[src/pcs_pkg.sv]
// Shared constants for the PCI command and status register bank.
package pcs_pkg;

  ////////////////////////////////////////////////////////////////////////////////
  // Configuration offsets (byte addresses).
  localparam logic [7:0]  PCS_CS_OFFSET        = 8'h04;
  localparam logic [7:0]  PCS_CAP_PTR_OFFSET   = 8'h34;

  ////////////////////////////////////////////////////////////////////////////////
  // Status flag positions.
  localparam int          PCS_NUM_FLAGS        = 6;
  localparam int          PCS_DETECTED_PAR_POS = 31;
  localparam int          PCS_SIG_SERR_POS     = 30;
  localparam int          PCS_RCV_MABORT_POS   = 29;
  localparam int          PCS_RCV_TABORT_POS   = 28;
  localparam int          PCS_SIG_TABORT_POS   = 27;
  localparam int          PCS_MST_DPAR_POS     = 24;

  // Field positions: fixed fields and the two enable bits.
  localparam int          PCS_DEVSEL_LSB       = 25;
  localparam int          PCS_TGT_B2B_POS      = 23;
  localparam int          PCS_HIGH_SPEED_POS   = 21;
  localparam int          PCS_CAP_LIST_POS     = 20;
  localparam int          PCS_MST_B2B_POS      = 9;
  localparam int          PCS_SYSTEM_ERROR_DRIVER_ENABLE_POS      = 8;
  localparam int          PCS_WAIT_POS         = 7;
  localparam int          PCS_PARITY_RESPONSE_ENABLE_POS       = 6;
  localparam int          PCS_PALETTE_POS      = 5;

  ////////////////////////////////////////////////////////////////////////////////
  // Constant and reset values.
  localparam logic [1:0]  PCS_DEVSEL_MEDIUM    = 2'h1;
  localparam logic        PCS_TGT_B2B_VAL      = 1'h1;
  localparam logic        PCS_HIGH_SPEED_VAL   = 1'h0;
  localparam logic        PCS_CAP_LIST_VAL     = 1'h1;
  localparam logic        PCS_MST_B2B_VAL      = 1'h0;
  localparam logic        PCS_WAIT_VAL         = 1'h0;
  localparam logic        PCS_PALETTE_VAL      = 1'h0;
  localparam logic        PCS_ENABLE_RST       = 1'h0;
  localparam logic        PCS_FLAG_RST         = 1'h0;
  localparam logic [7:0]  PCS_CAP_PTR_DEFAULT  = 8'h40;

endpackage : pcs_pkg

[src/pcs_parity_gen.sv]
// Bus parity generator: even parity over address/data and command lines.
`timescale 1ns/10ps
`default_nettype none

module pcs_parity_gen (
  // Clock and reset
  input  wire logic        mclk,
  input  wire logic        rstn,
  // Bus lines driven this cycle
  input  wire logic [31:0] ad_out,
  input  wire logic [3:0]  cbe_out,
  // Parity for the next cycle
  output logic             par_q
);

  logic par_d;

  // Parity lags the lines it covers by one clock, so it is registered here.
  always_comb begin
    par_d = ^{ad_out, cbe_out};
  end

  always_ff @(posedge mclk or negedge rstn) begin
    if (!rstn) begin
      par_q <= 1'h0;
    end else begin
      par_q <= par_d;
    end
  end

endmodule // pcs_parity_gen

`default_nettype wire

[src/pcs_command_status.sv]
// PCI command and status register bank with error flags and error pin drive.
`timescale 1ns/10ps
`default_nettype none

// Overview of operation
// Set the detected-parity flag on a master data parity error or a target address or data parity error.
// Set the signalled-system-error flag when the target drives SERR# for an address parity error.
// Set the received-master-abort flag when a transaction this master started ends in Master-Abort.
// Set the received-target-abort flag when this master sees its transaction ended by Target-Abort.
// Set the signalled-target-abort flag whenever this target ends a transaction with Target-Abort.
// Device select timing reads as 01 and the target claims with medium decode timing.
// With parity response on, set the master data parity flag when this master or its target asserts PERR#.
// Target fast back-to-back capability reads as 1 and such transactions are accepted.
// The high-speed capability bit reads as 0, the device being a 33 MHz part.
// The capabilities-list bit reads as 1 and offset 34h holds the capability pointer.
// The master fast back-to-back bit reads as 0 and the master never issues such transfers.
// SERR# is driven only with the system-error enable set, and reports address parity errors with both enables set.
// The parity-response enable gates PERR# and the master data parity flag.
// PAR is always generated, regardless of the parity-response enable.
// The wait-cycle bit reads as 0 and no stepping is ever used.
// Flags clear on a write of 1, ignore a write of 0, and all flags and enables reset to 0.
module pcs_command_status
  import pcs_pkg::*;
#(
  parameter logic [7:0] CAP_POINTER = pcs_pkg::PCS_CAP_PTR_DEFAULT
) (
  // Clock and reset
  input  wire logic        mclk,
  input  wire logic        rstn,
  // Configuration access
  input  wire logic        cfg_wr,
  input  wire logic        cfg_rd,
  input  wire logic [7:0]  cfg_addr,
  input  wire logic [3:0]  cfg_be,
  input  wire logic [31:0] cfg_wdata,
  output logic [31:0]      cfg_rdata_q,
  output logic             cfg_ack_q,
  // Error events from the master and target paths
  input  wire logic        mst_data_perr,
  input  wire logic        tgt_addr_perr,
  input  wire logic        tgt_data_perr,
  input  wire logic        mst_abort_rcvd,
  input  wire logic        tgt_abort_rcvd,
  input  wire logic        tgt_abort_sent,
  input  wire logic        tgt_perr_seen,
  // Parity generation
  input  wire logic [31:0] ad_out,
  input  wire logic [3:0]  cbe_out,
  input  wire logic        ad_drive,
  output logic             par_o,
  output logic             par_oe_q,
  // Error pins, open drain
  output logic             perr_n_o_q,
  output logic             perr_n_oe_q,
  output logic             serr_n_o_q,
  output logic             serr_n_oe_q,
  // Settings seen by the data paths
  output logic             parity_response_enable_q,
  output logic             system_error_driver_enable_q,
  output logic [1:0]       devsel_timing_q,
  output logic             target_back_to_back_capable_q,
  output logic             master_back_to_back_enable_q,
  output logic             stepping_enable_q
);

  ////////////////////////////////////////////////////////////////////////////////
  // Flag layout.

  localparam int FLAG_POS [PCS_NUM_FLAGS] = '{
    PCS_DETECTED_PAR_POS, PCS_SIG_SERR_POS, PCS_RCV_MABORT_POS,
    PCS_RCV_TABORT_POS, PCS_SIG_TABORT_POS, PCS_MST_DPAR_POS
  };

  logic [PCS_NUM_FLAGS-1:0] flag_set;
  logic [PCS_NUM_FLAGS-1:0] flag_q;
  logic [PCS_NUM_FLAGS-1:0] flag_d;
  logic                     cs_hit;
  logic                     serr_fire;
  logic                     perr_fire;

  assign cs_hit = (cfg_addr == PCS_CS_OFFSET);

  ////////////////////////////////////////////////////////////////////////////////
  // Error pin decisions.

  // SERR# needs both enables; the enable alone never lets it out.
  assign serr_fire = tgt_addr_perr && system_error_driver_enable_q
                     && parity_response_enable_q;
  assign perr_fire = (mst_data_perr || tgt_data_perr) && parity_response_enable_q;

  always_comb begin
    flag_set    = '0;
    flag_set[0] = mst_data_perr || tgt_addr_perr || tgt_data_perr;
    flag_set[1] = serr_fire;
    flag_set[2] = mst_abort_rcvd;
    flag_set[3] = tgt_abort_rcvd;
    flag_set[4] = tgt_abort_sent;
    flag_set[5] = parity_response_enable_q && (mst_data_perr || tgt_perr_seen);
  end

  ////////////////////////////////////////////////////////////////////////////////
  // Sticky flags; an event in the clearing cycle wins over the clear.

  for (genvar i = 0; i < PCS_NUM_FLAGS; i++) begin : g_flag
    logic clr;

    always_comb begin
      clr       = cfg_wr && cs_hit && cfg_be[FLAG_POS[i] / 8] && cfg_wdata[FLAG_POS[i]];
      flag_d[i] = flag_set[i] || (flag_q[i] && !clr);
    end

    always_ff @(posedge mclk or negedge rstn) begin
      if (!rstn) begin
        flag_q[i] <= PCS_FLAG_RST;
      end else begin
        flag_q[i] <= flag_d[i];
      end
    end
  end

  ////////////////////////////////////////////////////////////////////////////////
  // Enables and pin drive.

  logic        parity_response_enable_d;
  logic        system_error_driver_enable_d;
  logic        perr_oe_d;
  logic        serr_oe_d;
  logic        par_oe_d;

  always_comb begin
    parity_response_enable_d  = parity_response_enable_q;
    system_error_driver_enable_d = system_error_driver_enable_q;
    if (cfg_wr && cs_hit && cfg_be[PCS_PARITY_RESPONSE_ENABLE_POS / 8]) begin
      parity_response_enable_d = cfg_wdata[PCS_PARITY_RESPONSE_ENABLE_POS];
    end
    if (cfg_wr && cs_hit && cfg_be[PCS_SYSTEM_ERROR_DRIVER_ENABLE_POS / 8]) begin
      system_error_driver_enable_d = cfg_wdata[PCS_SYSTEM_ERROR_DRIVER_ENABLE_POS];
    end
    perr_oe_d = perr_fire;
    serr_oe_d = serr_fire;
    par_oe_d  = ad_drive;
  end

  always_ff @(posedge mclk or negedge rstn) begin
    if (!rstn) begin
      parity_response_enable_q     <= PCS_ENABLE_RST;
      system_error_driver_enable_q <= PCS_ENABLE_RST;
      perr_n_oe_q                  <= 1'h0;
      serr_n_oe_q                  <= 1'h0;
      par_oe_q                     <= 1'h0;
    end else begin
      parity_response_enable_q     <= parity_response_enable_d;
      system_error_driver_enable_q <= system_error_driver_enable_d;
      perr_n_oe_q                  <= perr_oe_d;
      serr_n_oe_q                  <= serr_oe_d;
      par_oe_q                     <= par_oe_d;
    end
  end

  // Open-drain pins only ever pull low, so their data is constant.
  always_ff @(posedge mclk or negedge rstn) begin
    if (!rstn) begin
      perr_n_o_q <= 1'h0;
      serr_n_o_q <= 1'h0;
    end else begin
      perr_n_o_q <= 1'h0;
      serr_n_o_q <= 1'h0;
    end
  end

  ////////////////////////////////////////////////////////////////////////////////
  // Fixed capability outputs, held in flops so every output is registered.

  always_ff @(posedge mclk or negedge rstn) begin
    if (!rstn) begin
      devsel_timing_q               <= PCS_DEVSEL_MEDIUM;
      target_back_to_back_capable_q <= PCS_TGT_B2B_VAL;
      master_back_to_back_enable_q  <= PCS_MST_B2B_VAL;
      stepping_enable_q             <= PCS_WAIT_VAL;
    end else begin
      devsel_timing_q               <= PCS_DEVSEL_MEDIUM;
      target_back_to_back_capable_q <= PCS_TGT_B2B_VAL;
      master_back_to_back_enable_q  <= PCS_MST_B2B_VAL;
      stepping_enable_q             <= PCS_WAIT_VAL;
    end
  end

  ////////////////////////////////////////////////////////////////////////////////
  // Parity generation runs whatever the enables say.

  pcs_parity_gen u_parity (
    .mclk    (mclk),
    .rstn    (rstn),
    .ad_out  (ad_out),
    .cbe_out (cbe_out),
    .par_q   (par_o)
  );

  ////////////////////////////////////////////////////////////////////////////////
  // Read path: one cycle from request to data; unmapped offsets read zero.

  logic [31:0] rdata_d;
  logic        ack_d;
  logic [31:0] cs_word;

  always_comb begin
    cs_word                                     = '0;
    for (int k = 0; k < PCS_NUM_FLAGS; k++) begin
      cs_word[FLAG_POS[k]] = flag_q[k];
    end
    cs_word[PCS_DEVSEL_LSB +: 2]                = PCS_DEVSEL_MEDIUM;
    cs_word[PCS_TGT_B2B_POS]                    = PCS_TGT_B2B_VAL;
    cs_word[PCS_HIGH_SPEED_POS]                 = PCS_HIGH_SPEED_VAL;
    cs_word[PCS_CAP_LIST_POS]                   = PCS_CAP_LIST_VAL;
    cs_word[PCS_MST_B2B_POS]                    = PCS_MST_B2B_VAL;
    cs_word[PCS_SYSTEM_ERROR_DRIVER_ENABLE_POS]                    = system_error_driver_enable_q;
    cs_word[PCS_WAIT_POS]                       = PCS_WAIT_VAL;
    cs_word[PCS_PARITY_RESPONSE_ENABLE_POS]                     = parity_response_enable_q;
    cs_word[PCS_PALETTE_POS]                    = PCS_PALETTE_VAL;

    rdata_d = '0;
    ack_d   = cfg_rd || cfg_wr;
    if (cfg_rd) begin
      if (cs_hit) begin
        rdata_d = cs_word;
      end else if (cfg_addr == PCS_CAP_PTR_OFFSET) begin
        rdata_d = {24'h000000, CAP_POINTER};
      end
    end
  end

  always_ff @(posedge mclk or negedge rstn) begin
    if (!rstn) begin
      cfg_rdata_q <= 32'h00000000;
      cfg_ack_q   <= 1'h0;
    end else begin
      cfg_rdata_q <= rdata_d;
      cfg_ack_q   <= ack_d;
    end
  end

endmodule // pcs_command_status

`default_nettype wire

[config.mk]
export PLATFORM = sky130hd
export DESIGN_NAME = pcs_command_status
export DESIGN_NICKNAME = d
export VERILOG_FILES = /design/src/pcs_pkg.sv /design/src/pcs_parity_gen.sv /design/src/pcs_command_status.sv
export SDC_FILE = /design/constraint.sdc
export NUM_CORES = 1
export LEC_CHECK = 0
export ABC_AREA = 1
export BUFFER_PORTS_ARGS = -buffer_cell sky130_fd_sc_hd__buf_2
export CAP_MARGIN = 20
export CORE_MARGIN = 5
export CORE_UTILIZATION = 40
export DETAILED_ROUTE_END_ITERATION = 6
export PLACE_DENSITY = 0.79
export SKIP_LAST_GASP = 1
export SLEW_MARGIN = 20
export SYNTH_ARGS = -nofsm -noshare
export SYNTH_HDL_FRONTEND = slang
export SYNTH_SLANG_ARGS = --single-unit
[constraint.sdc]
create_clock -name mclk -period 1 [get_ports mclk]
set_input_delay 0.15 -clock mclk [delete_from_list [all_inputs] [get_ports mclk]]
set_output_delay 0.15 -clock mclk [all_outputs]
set_load 0.01 [all_outputs]
# Word level (Yosys, flattened, before mapping)
# Index checks and enable logic that the tools add are counted.
[totals]
input_bits = 92
regBits = 45
out_inout_bits = 46
[op_classes]
n_mux = 3
n_reduce_logical = 38
eq_ne = 2
[op_table]
columns = ["cell", "count"]
rows = [
  ["2-to-1 mux 32 bit", 2],
  ["XOR reduction 36 bit", 1],
  ["logical AND 1 bit", 20],
  ["logical OR 1 bit", 11],
  ["== test 8 x 3 -> 1 bit (second input constant)", 1],
  ["== test 8 x 6 -> 1 bit (second input constant)", 1],
  ["2-to-1 mux 7 bit", 1],
  ["zero test 1 bit", 6],
]

# Longest topological paths before layout
# Gate-level depths: netlist of run 1.
[depth]
depth_word = 7
mapped_depth = 13
depth_no_buf = 13

# Modules after synthesis
# A second synthesis of run 1 with hierarchy kept.
[unflattened]
cells_unflattened = 288
area_unflattened_um2 = 1868.0
[by_module_without_submodules]
columns = ["module", "area_per_inst_um2", "seq_area_each_um2", "cells_each", "n_inst"]
rows = [
  ["pcs_command_status", 1078.5, 525.5, 117, 1],
  ["pcs_parity_gen", 789.5, 25.0, 171, 1],
]

# Least setup slack after synthesis of run 1
# OpenSTA, ideal clock, no wires.
[synth_timing]
path_kind = "in2reg"
start = "input port cfg_addr[7]"
end = "register flag_q[0] (netlist: cs_word[31])"
t_arrival_ns = 1.046
stages = 5
setup_slack_ns = -0.173
cell_sequence = "or2_4 > nor4_4 > nand3_2 > o21ai_1 > nand3_1"
[synth_via]
elab_chain_cells = 7
[synth_rtl]
columns = ["item", "line", "text"]
rows = [
  ["from (decl)", "pcs_command_status.sv:33", "input wire logic [7:0] cfg_addr,"],
  ["== test 8 x 3 -> 1 bit", "pcs_command_status.sv:81", "assign cs_hit = (cfg_addr == PCS_CS_OFFSET);"],
  ["logical AND 1 bit (3 in a row)", "pcs_command_status.sv:108", "clr = cfg_wr && cs_hit && cfg_be[FLAG_POS[i] / 8] && cfg_wdata[FLAG_POS[i]];"],
  ["zero test 1 bit", "pcs_command_status.sv:109", "flag_d[i] = flag_set[i] || (flag_q[i] && !clr);"],
  ["logical AND 1 bit", "pcs_command_status.sv:109", ""],
  ["logical OR 1 bit", "pcs_command_status.sv:109", ""],
  ["via flag_d[0]", "pcs_command_status.sv:76", "logic [PCS_NUM_FLAGS-1:0] flag_d;"],
  ["to (signal, indexed assignment)", "pcs_command_status.sv:116", "flag_q[i] <= flag_d[i];"],
  ["to (decl)", "pcs_command_status.sv:75", "logic [PCS_NUM_FLAGS-1:0] flag_q;"],
]
# The timed path passes the listed nets, and every way through them passes these cells.
# A chain may end at the register's enable or synchronous reset.

# Final worst setup path of run 1
[layout_timing]
start = "input port cfg_addr[0]"
end = "register flag_q[0] (netlist: cs_word[31])"
# Same word-level chain as after synthesis.

==> impl_metrics.json, run 1 <==
{
  "status": "finished with violations",
  "violations": "negative setup slack",
  "nets": 512,
  "vdd.ir_drop.worst_uv": 344,
  "totalWireLength_um": 4500,
  "cts_made_buffers": 3,
  "synth_area_mm2": 0.00193,
  "tns_ns": -0.372,
  "diodes": 0,
  "dr.max_layer_used": "met4",
  "finalCriticalPeriod_ns": 1.06,
  "wl_met2_um": 2350,
  "die_h_um": 79.4,
  "cts_root_buffer": "clkbuf_8",
  "synth_area_per_cell_um2": 5.80,
  "critPathLaunch": "cfg_addr[0]",
  "cp_slowest_stage_delay_ns": 0.32,
  "fillCellCount": 456,
  "antenna_found_initial": 0,
  "cts.clk_slew.worst_paths_ns": 0.07,
  "rsz0062_at_grt": "yes",
  "hold_viol": 0,
  "dpl.hpwl_um": 3650,
  "ys_ff_latch": 22,
  "clock-skew-final_ns": 0.00256,
  "setup-violations-final": 13,
  "cts_tree": "built",
  "drive_above_1_share_pct": 44.3,
  "setup_slack_ns": -0.0646,
  "port_buffers": 84,
  "synth_cell_types": 21,
  "power_w": 0.00232,
  "hp-class": "input pin to register",
  "met3_wirelength_um": 314,
  "via_count": 2050,
  "r2r_slack_ns": 0.05,
  "start_util_pct": 41.0,
  "routabilityCongestion": 0.801,
  "overflow": 0,
  "ant_nets": 0,
  "pre_cts_ws_ns": -0.343,
  "wl_per_cell_um": 9.53,
  "via_per_inst": 4.34,
  "startpoint_type": "input pin",
  "drc_errors": 0,
  "coreArea_mm2": 0.00469,
  "worstPathArrival_ns": 1.20,
  "placedCellCount": 467,
  "io_pins": 138,
  "grt_pass1_vias": 1730,
  "whs_path_depth": 2,
  "h-tree-depth": 1,
  "clk-insertion-delay-late_ns": 0.25,
  "power_leakage_nw": 1.70,
  "cts.path.max_buffers": 2,
  "stdcell_count": 472,
  "ys_warn_count": 0,
  "clock_sink_count": 22,
  "worst_r2r_path_depth": 3,
  "cp_cell_sequence": "buf_6 -> nor2_4 -> nand3b_1 -> nor4_4 -> nand3_4 -> o21ai_2 -> nand3_1",
  "post_cts_buffers": 0,
  "drt_iter0_drc": 71,
  "post-route-period-util_pct": 106,
  "r2r-start": "parity_response_enable_q",
  "fp.dieW_um": 79.4,
  "r2r-end": "cs_word[30]",
  "die_area_mm2": 0.00630,
  "critPathMaxFanout": 6,
  "max_freq_ghz": 0.939,
  "grt_max_degree": 23,
  "drt_pre_antenna_iters": 4,
  "area_delta_synth_final_pct": 37.5,
  "slowest_stage": "nor4_4",
  "grt_use_total_pct": 12.6,
  "worst_hold_path.endpoint": "cs_word[28]",
  "synth_cells": 332,
  "grt_pass1_wl_um": 6600,
  "critPathRequiredTime_ns": 1.13,
  "crit_type": "input pin to register",
  "cp-end-kind": "register",
  "p_per_area_mw_per_mm2": 876,
  "hp-start": "tgt_abort_rcvd",
  "maxSlewViolCount": 0,
  "maxCapViolCount": 0,
  "rows": 25,
  "wl_met1_um": 1760,
  "ys_seq_area_share_pct": 28.6
}
## power by group
| part | leakage (nW) | switching (W) | internal (W) |
|---|---|---|---|
| registers | 0.250 | 0.00000685 | 0.000912 |
| clock network | 0.0216 | 0.000251 | 0.000268 |
| logic | 1.43 | 0.000524 | 0.000357 |
## registers in the layout (all words and copies together), names as in the netlist
| signal | cells |
|---|---|
| cfg_ack_q | 1 |
| cfg_rdata_q | 9 |
| cs_word | 6 |
| par_oe_q | 1 |
| parity_response_enable_q | 1 |
| perr_n_oe_q | 1 |
| serr_n_oe_q | 1 |
| system_error_driver_enable_q | 1 |
| u_parity.par_q | 1 |
## worst max-delay path, delay by kind of cell
family,cells,cell delay [ns]
compound gates,1,0.15
buf+inv,1,0.09
simple gates,5,0.80
## worst max path at each step
| stage | end | slack, ns |
|---|---|---|
| final | cs_word[31] | -0.06 |
| after global routing | parity_response_enable_q | -0.17 |
| after CTS | cs_word[31] | -0.07 |
| after detailed placement | cs_word[31] | -0.34 |
| after global placement | cs_word[31] | -0.25 |
| after floorplan | cs_word[31] | -0.17 |
## per-layer routing
| layer | GRT usage (%) | vias up |
|---|---|---|
| met4 | 4.30 | 0 |
| met5 | 0 | - |
| met2 | 22.0 | 62 |
| met1 | 15.6 | 893 |
| met3 | 2.26 | 7 |
| li1 | - | 1088 |
## cell type report
type / instances / area, um2 / area share (%)
flip-flops and latches: 22 / 551 / 20.8
well taps: 54 / 67.6 / 2.55
repair buffers: 87 / 518 / 19.6
inverters: 53 / 204 / 7.70
clock buffers: 3 / 41.3 / 1.56
multi-input cells: 253 / 1270 / 47.8
## cell usage after synthesis, drive strengths merged
library cell / count / area, um2
nand2: 176 / 663
inv: 53 / 199
buf: 30 / 225
dfrtp: 22 / 551
nor2: 20 / 75.1
nand3: 9 / 50.1
o21bai: 4 / 30.0
o21ai: 3 / 15.0
a21oi: 2 / 10.0
conb: 2 / 7.51
nand3b: 2 / 15.0
or2: 2 / 15.0
xnor2: 2 / 17.5
xor2: 2 / 17.5
nor3: 1 / 5.00
nor4: 1 / 21.3
o32ai: 1 / 8.76
## metrics by stage
| step | hold WS [ns] | instance area, um2 | util (%) |
|---|---|---|---|
| floorplan | -0.146 | 2020 | - |
| global placement | 0.126 | 2290 | 48.9 |
| detailed placement | 0.126 | 2290 | 48.9 |
| CTS | 0.00316 | 2370 | 50.4 |
| global route | 0.105 | 2650 | 56.4 |
| finish | 0.108 | 2650 | 56.4 |
## repair_timing
| action | CTS | global route |
|---|---|---|
| endpoints found under the hold margin | 22 | 1 |
| pin swaps | 4 | 60 |
| resized for setup | 4 | 111 |
| hold buffers | 1 | 1 |
| cloned | 0 | 0 |
| setup endpoints to repair | 9 | 17 |
## kinds of logic after synthesis
logic type / share of synthesized area [%]
AO/OA/AOI/OAI: 3.31
XOR/XNOR: 1.82
buffers and inverters: 22.0
flip-flops: 28.6
other: 0.390
AND/OR/NAND/NOR: 43.9
## layout by cell type, fill, tap and decap left out, types with 2 or more instances in the layout
cell type / n
nand2_1: 122
buf_2: 71
nand2_2: 52
inv_1: 31
conb_1: 28
dfrtp_1: 22
inv_2: 20
nor2_1: 11
nor2_2: 8
buf_6: 8
nand3_2: 5
buf_4: 5
o21bai_1: 4
nand3_1: 3
clkbuf_8: 3
nand3b_1: 2
nand2_4: 2
o21ai_2: 2
xor2_1: 2
inv_4: 2
a21oi_1: 2
dlygate4sd3_1: 2
Note: power is estimated with default switching activity, not from simulation.
==> inputs of run 2 (changes only) <==
--- a/config.mk
+++ b/config.mk
@@ -11,7 +11,9 @@
 export CORE_MARGIN = 5
 export CORE_UTILIZATION = 40
 export DETAILED_ROUTE_END_ITERATION = 6
+export GPL_TIMING_DRIVEN = 0
 export PLACE_DENSITY = 0.79
+export RECOVER_POWER = 25
 export SKIP_LAST_GASP = 1
 export SLEW_MARGIN = 20
 export SYNTH_ARGS = -nofsm -noshare
==> impl_metrics.json, run 2 (synthesis gave the netlist of run 1 again) <==
{
  "status": "finished with violations",
  "violations": "negative setup slack",
  "clk-insertion-delay-late_ns": 0.25,
  "dpl.hpwl_um": 3730,
  "r2r-start": "parity_response_enable_q",
  "vdd.ir_drop.worst_uv": 489,
  "placedCellCount": 496,
  "startpoint_type": "input pin",
  "hp-class": "input pin to register",
  "critPathRequiredTime_ns": 1.14,
  "drc_errors": 0,
  "place_area_mm2": 0.00251,
  "via_count": 2103,
  "worst_r2r_path_depth": 3,
  "cp_cell_sequence": "buf_6 -> or2_4 -> nor4_4 -> nand3_4 -> o21ai_2 -> nand3_1",
  "setup-violations-final": 10,
  "grt_pass1_wl_um": 6890,
  "start_util_pct": 41.0,
  "worst_pin_slew_ns": 0.508,
  "postLayoutCellArea_mm2": 0.00281,
  "die_h_um": 79.4,
  "busiest_layer": "met2",
  "fp.dieW_um": 79.4,
  "totalWireLength_um": 4540,
  "p_per_area_mw_per_mm2": 930,
  "finalCriticalPeriod_ns": 1.07,
  "setup_slack_ns": -0.0735,
  "rsz0062_at_grt": "yes",
  "port_buffers": 84,
  "grt_max_degree": 23,
  "die_area_mm2": 0.00630,
  "max_freq_ghz": 0.932,
  "power_leakage_nw": 1.85,
  "drt_pre_antenna_iters": 6,
  "cp-end-kind": "register",
  "maxCapViolCount": 0,
  "h-tree-depth": 1,
  "gr-usage-met1_pct": 14.3,
  "cp_slowest_stage_delay_ns": 0.29,
  "stdcell_count": 503,
  "crit_cells": 6,
  "pre_cts_ws_ns": -0.412,
  "final_common_cell": "nand2_1",
  "crit_type": "input pin to register",
  "cts_made_buffers": 3,
  "diodes": 0,
  "cts_tree": "built",
  "rows": 25,
  "via_per_inst": 4.18,
  "r2r_slack_ns": 0.05,
  "grt_pass1_vias": 1847,
  "hold_viol": 0,
  "routabilityCongestion": 0.795,
  "clock-skew-final_ns": 0.00165,
  "cts.path.max_buffers": 2,
  "drt_iter0_drc": 63,
  "maxSlewViolCount": 0,
  "critPathLaunch": "cfg_addr[7]",
  "drive_above_1_share_pct": 42.5,
  "cts.clk_slew.worst_paths_ns": 0.07,
  "grt_use_total_pct": 13.3,
  "endpoint": "cs_word[31]",
  "whs_path_depth": 2,
  "layout_common_cells": "nand2_1 (139), buf_2 (77), nand2_2 (36)",
  "post-route-period-util_pct": 107,
  "overflow": 0,
  "cpLargestDelayFamily": "simple AND/OR/NAND/NOR gates",
  "relSlewSlack_pct": 66.1,
  "wl_per_cell_um": 9.03,
  "nets": 542,
  "io_pins": 138,
  "clock_sink_count": 22,
  "critPathMaxFanout": 6,
  "antenna_found_initial": 0,
  "cp_num_buf_inv": 1,
  "coreArea_mm2": 0.00469,
  "use_met2_pct": 25.9,
  "grtUsageMet3_pct": 1.92,
  "tns_ns": -0.408,
  "cts_root_buffer": "clkbuf_8",
  "area_delta_synth_final_pct": 45.7,
  "largest_reg_flops": 9,
  "largest_register": "cfg_rdata_q",
  "r2r-end": "cs_word[30]",
  "slowest_stage": "nor4_4",
  "worstPathArrival_ns": 1.21,
  "ant_nets": 0
}
## run 2: where the power goes
part	internal (W)	switching, W
registers	0.000912	0.00000742
logic	0.000390	0.000507
clock network	0.000534	0.000260
total	0.00184	0.000774
## run 2: worst register-to-register path, stage by stage, from the launching register on
cell and delay, ns:
dfrtp_1 0.37, inv_1 0.09, nor3_1 0.25, o21bai_1 0.16
## run 2: area by class of cell
cell class,count,area [um2]
multi-input combinational,253,1200
sequential,22,551
clock inverter,1,30.0
buffer,30,233
clock buffer,3,41.3
tap,54,67.6
timing repair buffer,87,482
inverter,53,201
fill,441,1890
## run 2: how the worst min path moves through the flow
stage	slack, ns	startpoint	to
after floorplan	-0.15	rstn	cfg_ack_q
after global placement	0.12	rstn	cfg_rdata_q[8]
after detailed placement	0.13	rstn	cfg_rdata_q[8]
after CTS	0.09	tgt_abort_sent	cs_word[27]
after global routing	0.09	tgt_abort_sent	cs_word[27]
final	0.1	tgt_abort_sent	cs_word[27]
## run 2: per-layer routing
| metal | up-vias | routed length, um |
|---|---|---|
| met5 | - | 0 |
| met4 | 0 | 49 |
| met3 | 4 | 328 |
| met2 | 65 | 2420 |
| met1 | 885 | 1740 |
| li1 | 1149 | - |
## run 2: timing repair
action / 4_1_cts / 5_1_grt
hold endpoints to repair: 23 / 0
hold buffers: 2 / 0
pin swaps: 5 / 42
endpoints found under the setup margin: 10 / 22
buffers inserted: 1 / 0
gates resized for setup: 5 / 73
## run 2: metrics by stage
step | hold slack [ns] | power (W) | util, %
after global placement | 0.124 | 0.00169 | 53.5
after global routing | 0.0861 | 0.00281 | 59.8
after floorplan | -0.146 | 0.00146 | -
final | 0.0957 | 0.00261 | 59.8
after CTS | 0.0910 | 0.00253 | 56.2
after detailed placement | 0.129 | 0.00172 | 53.5
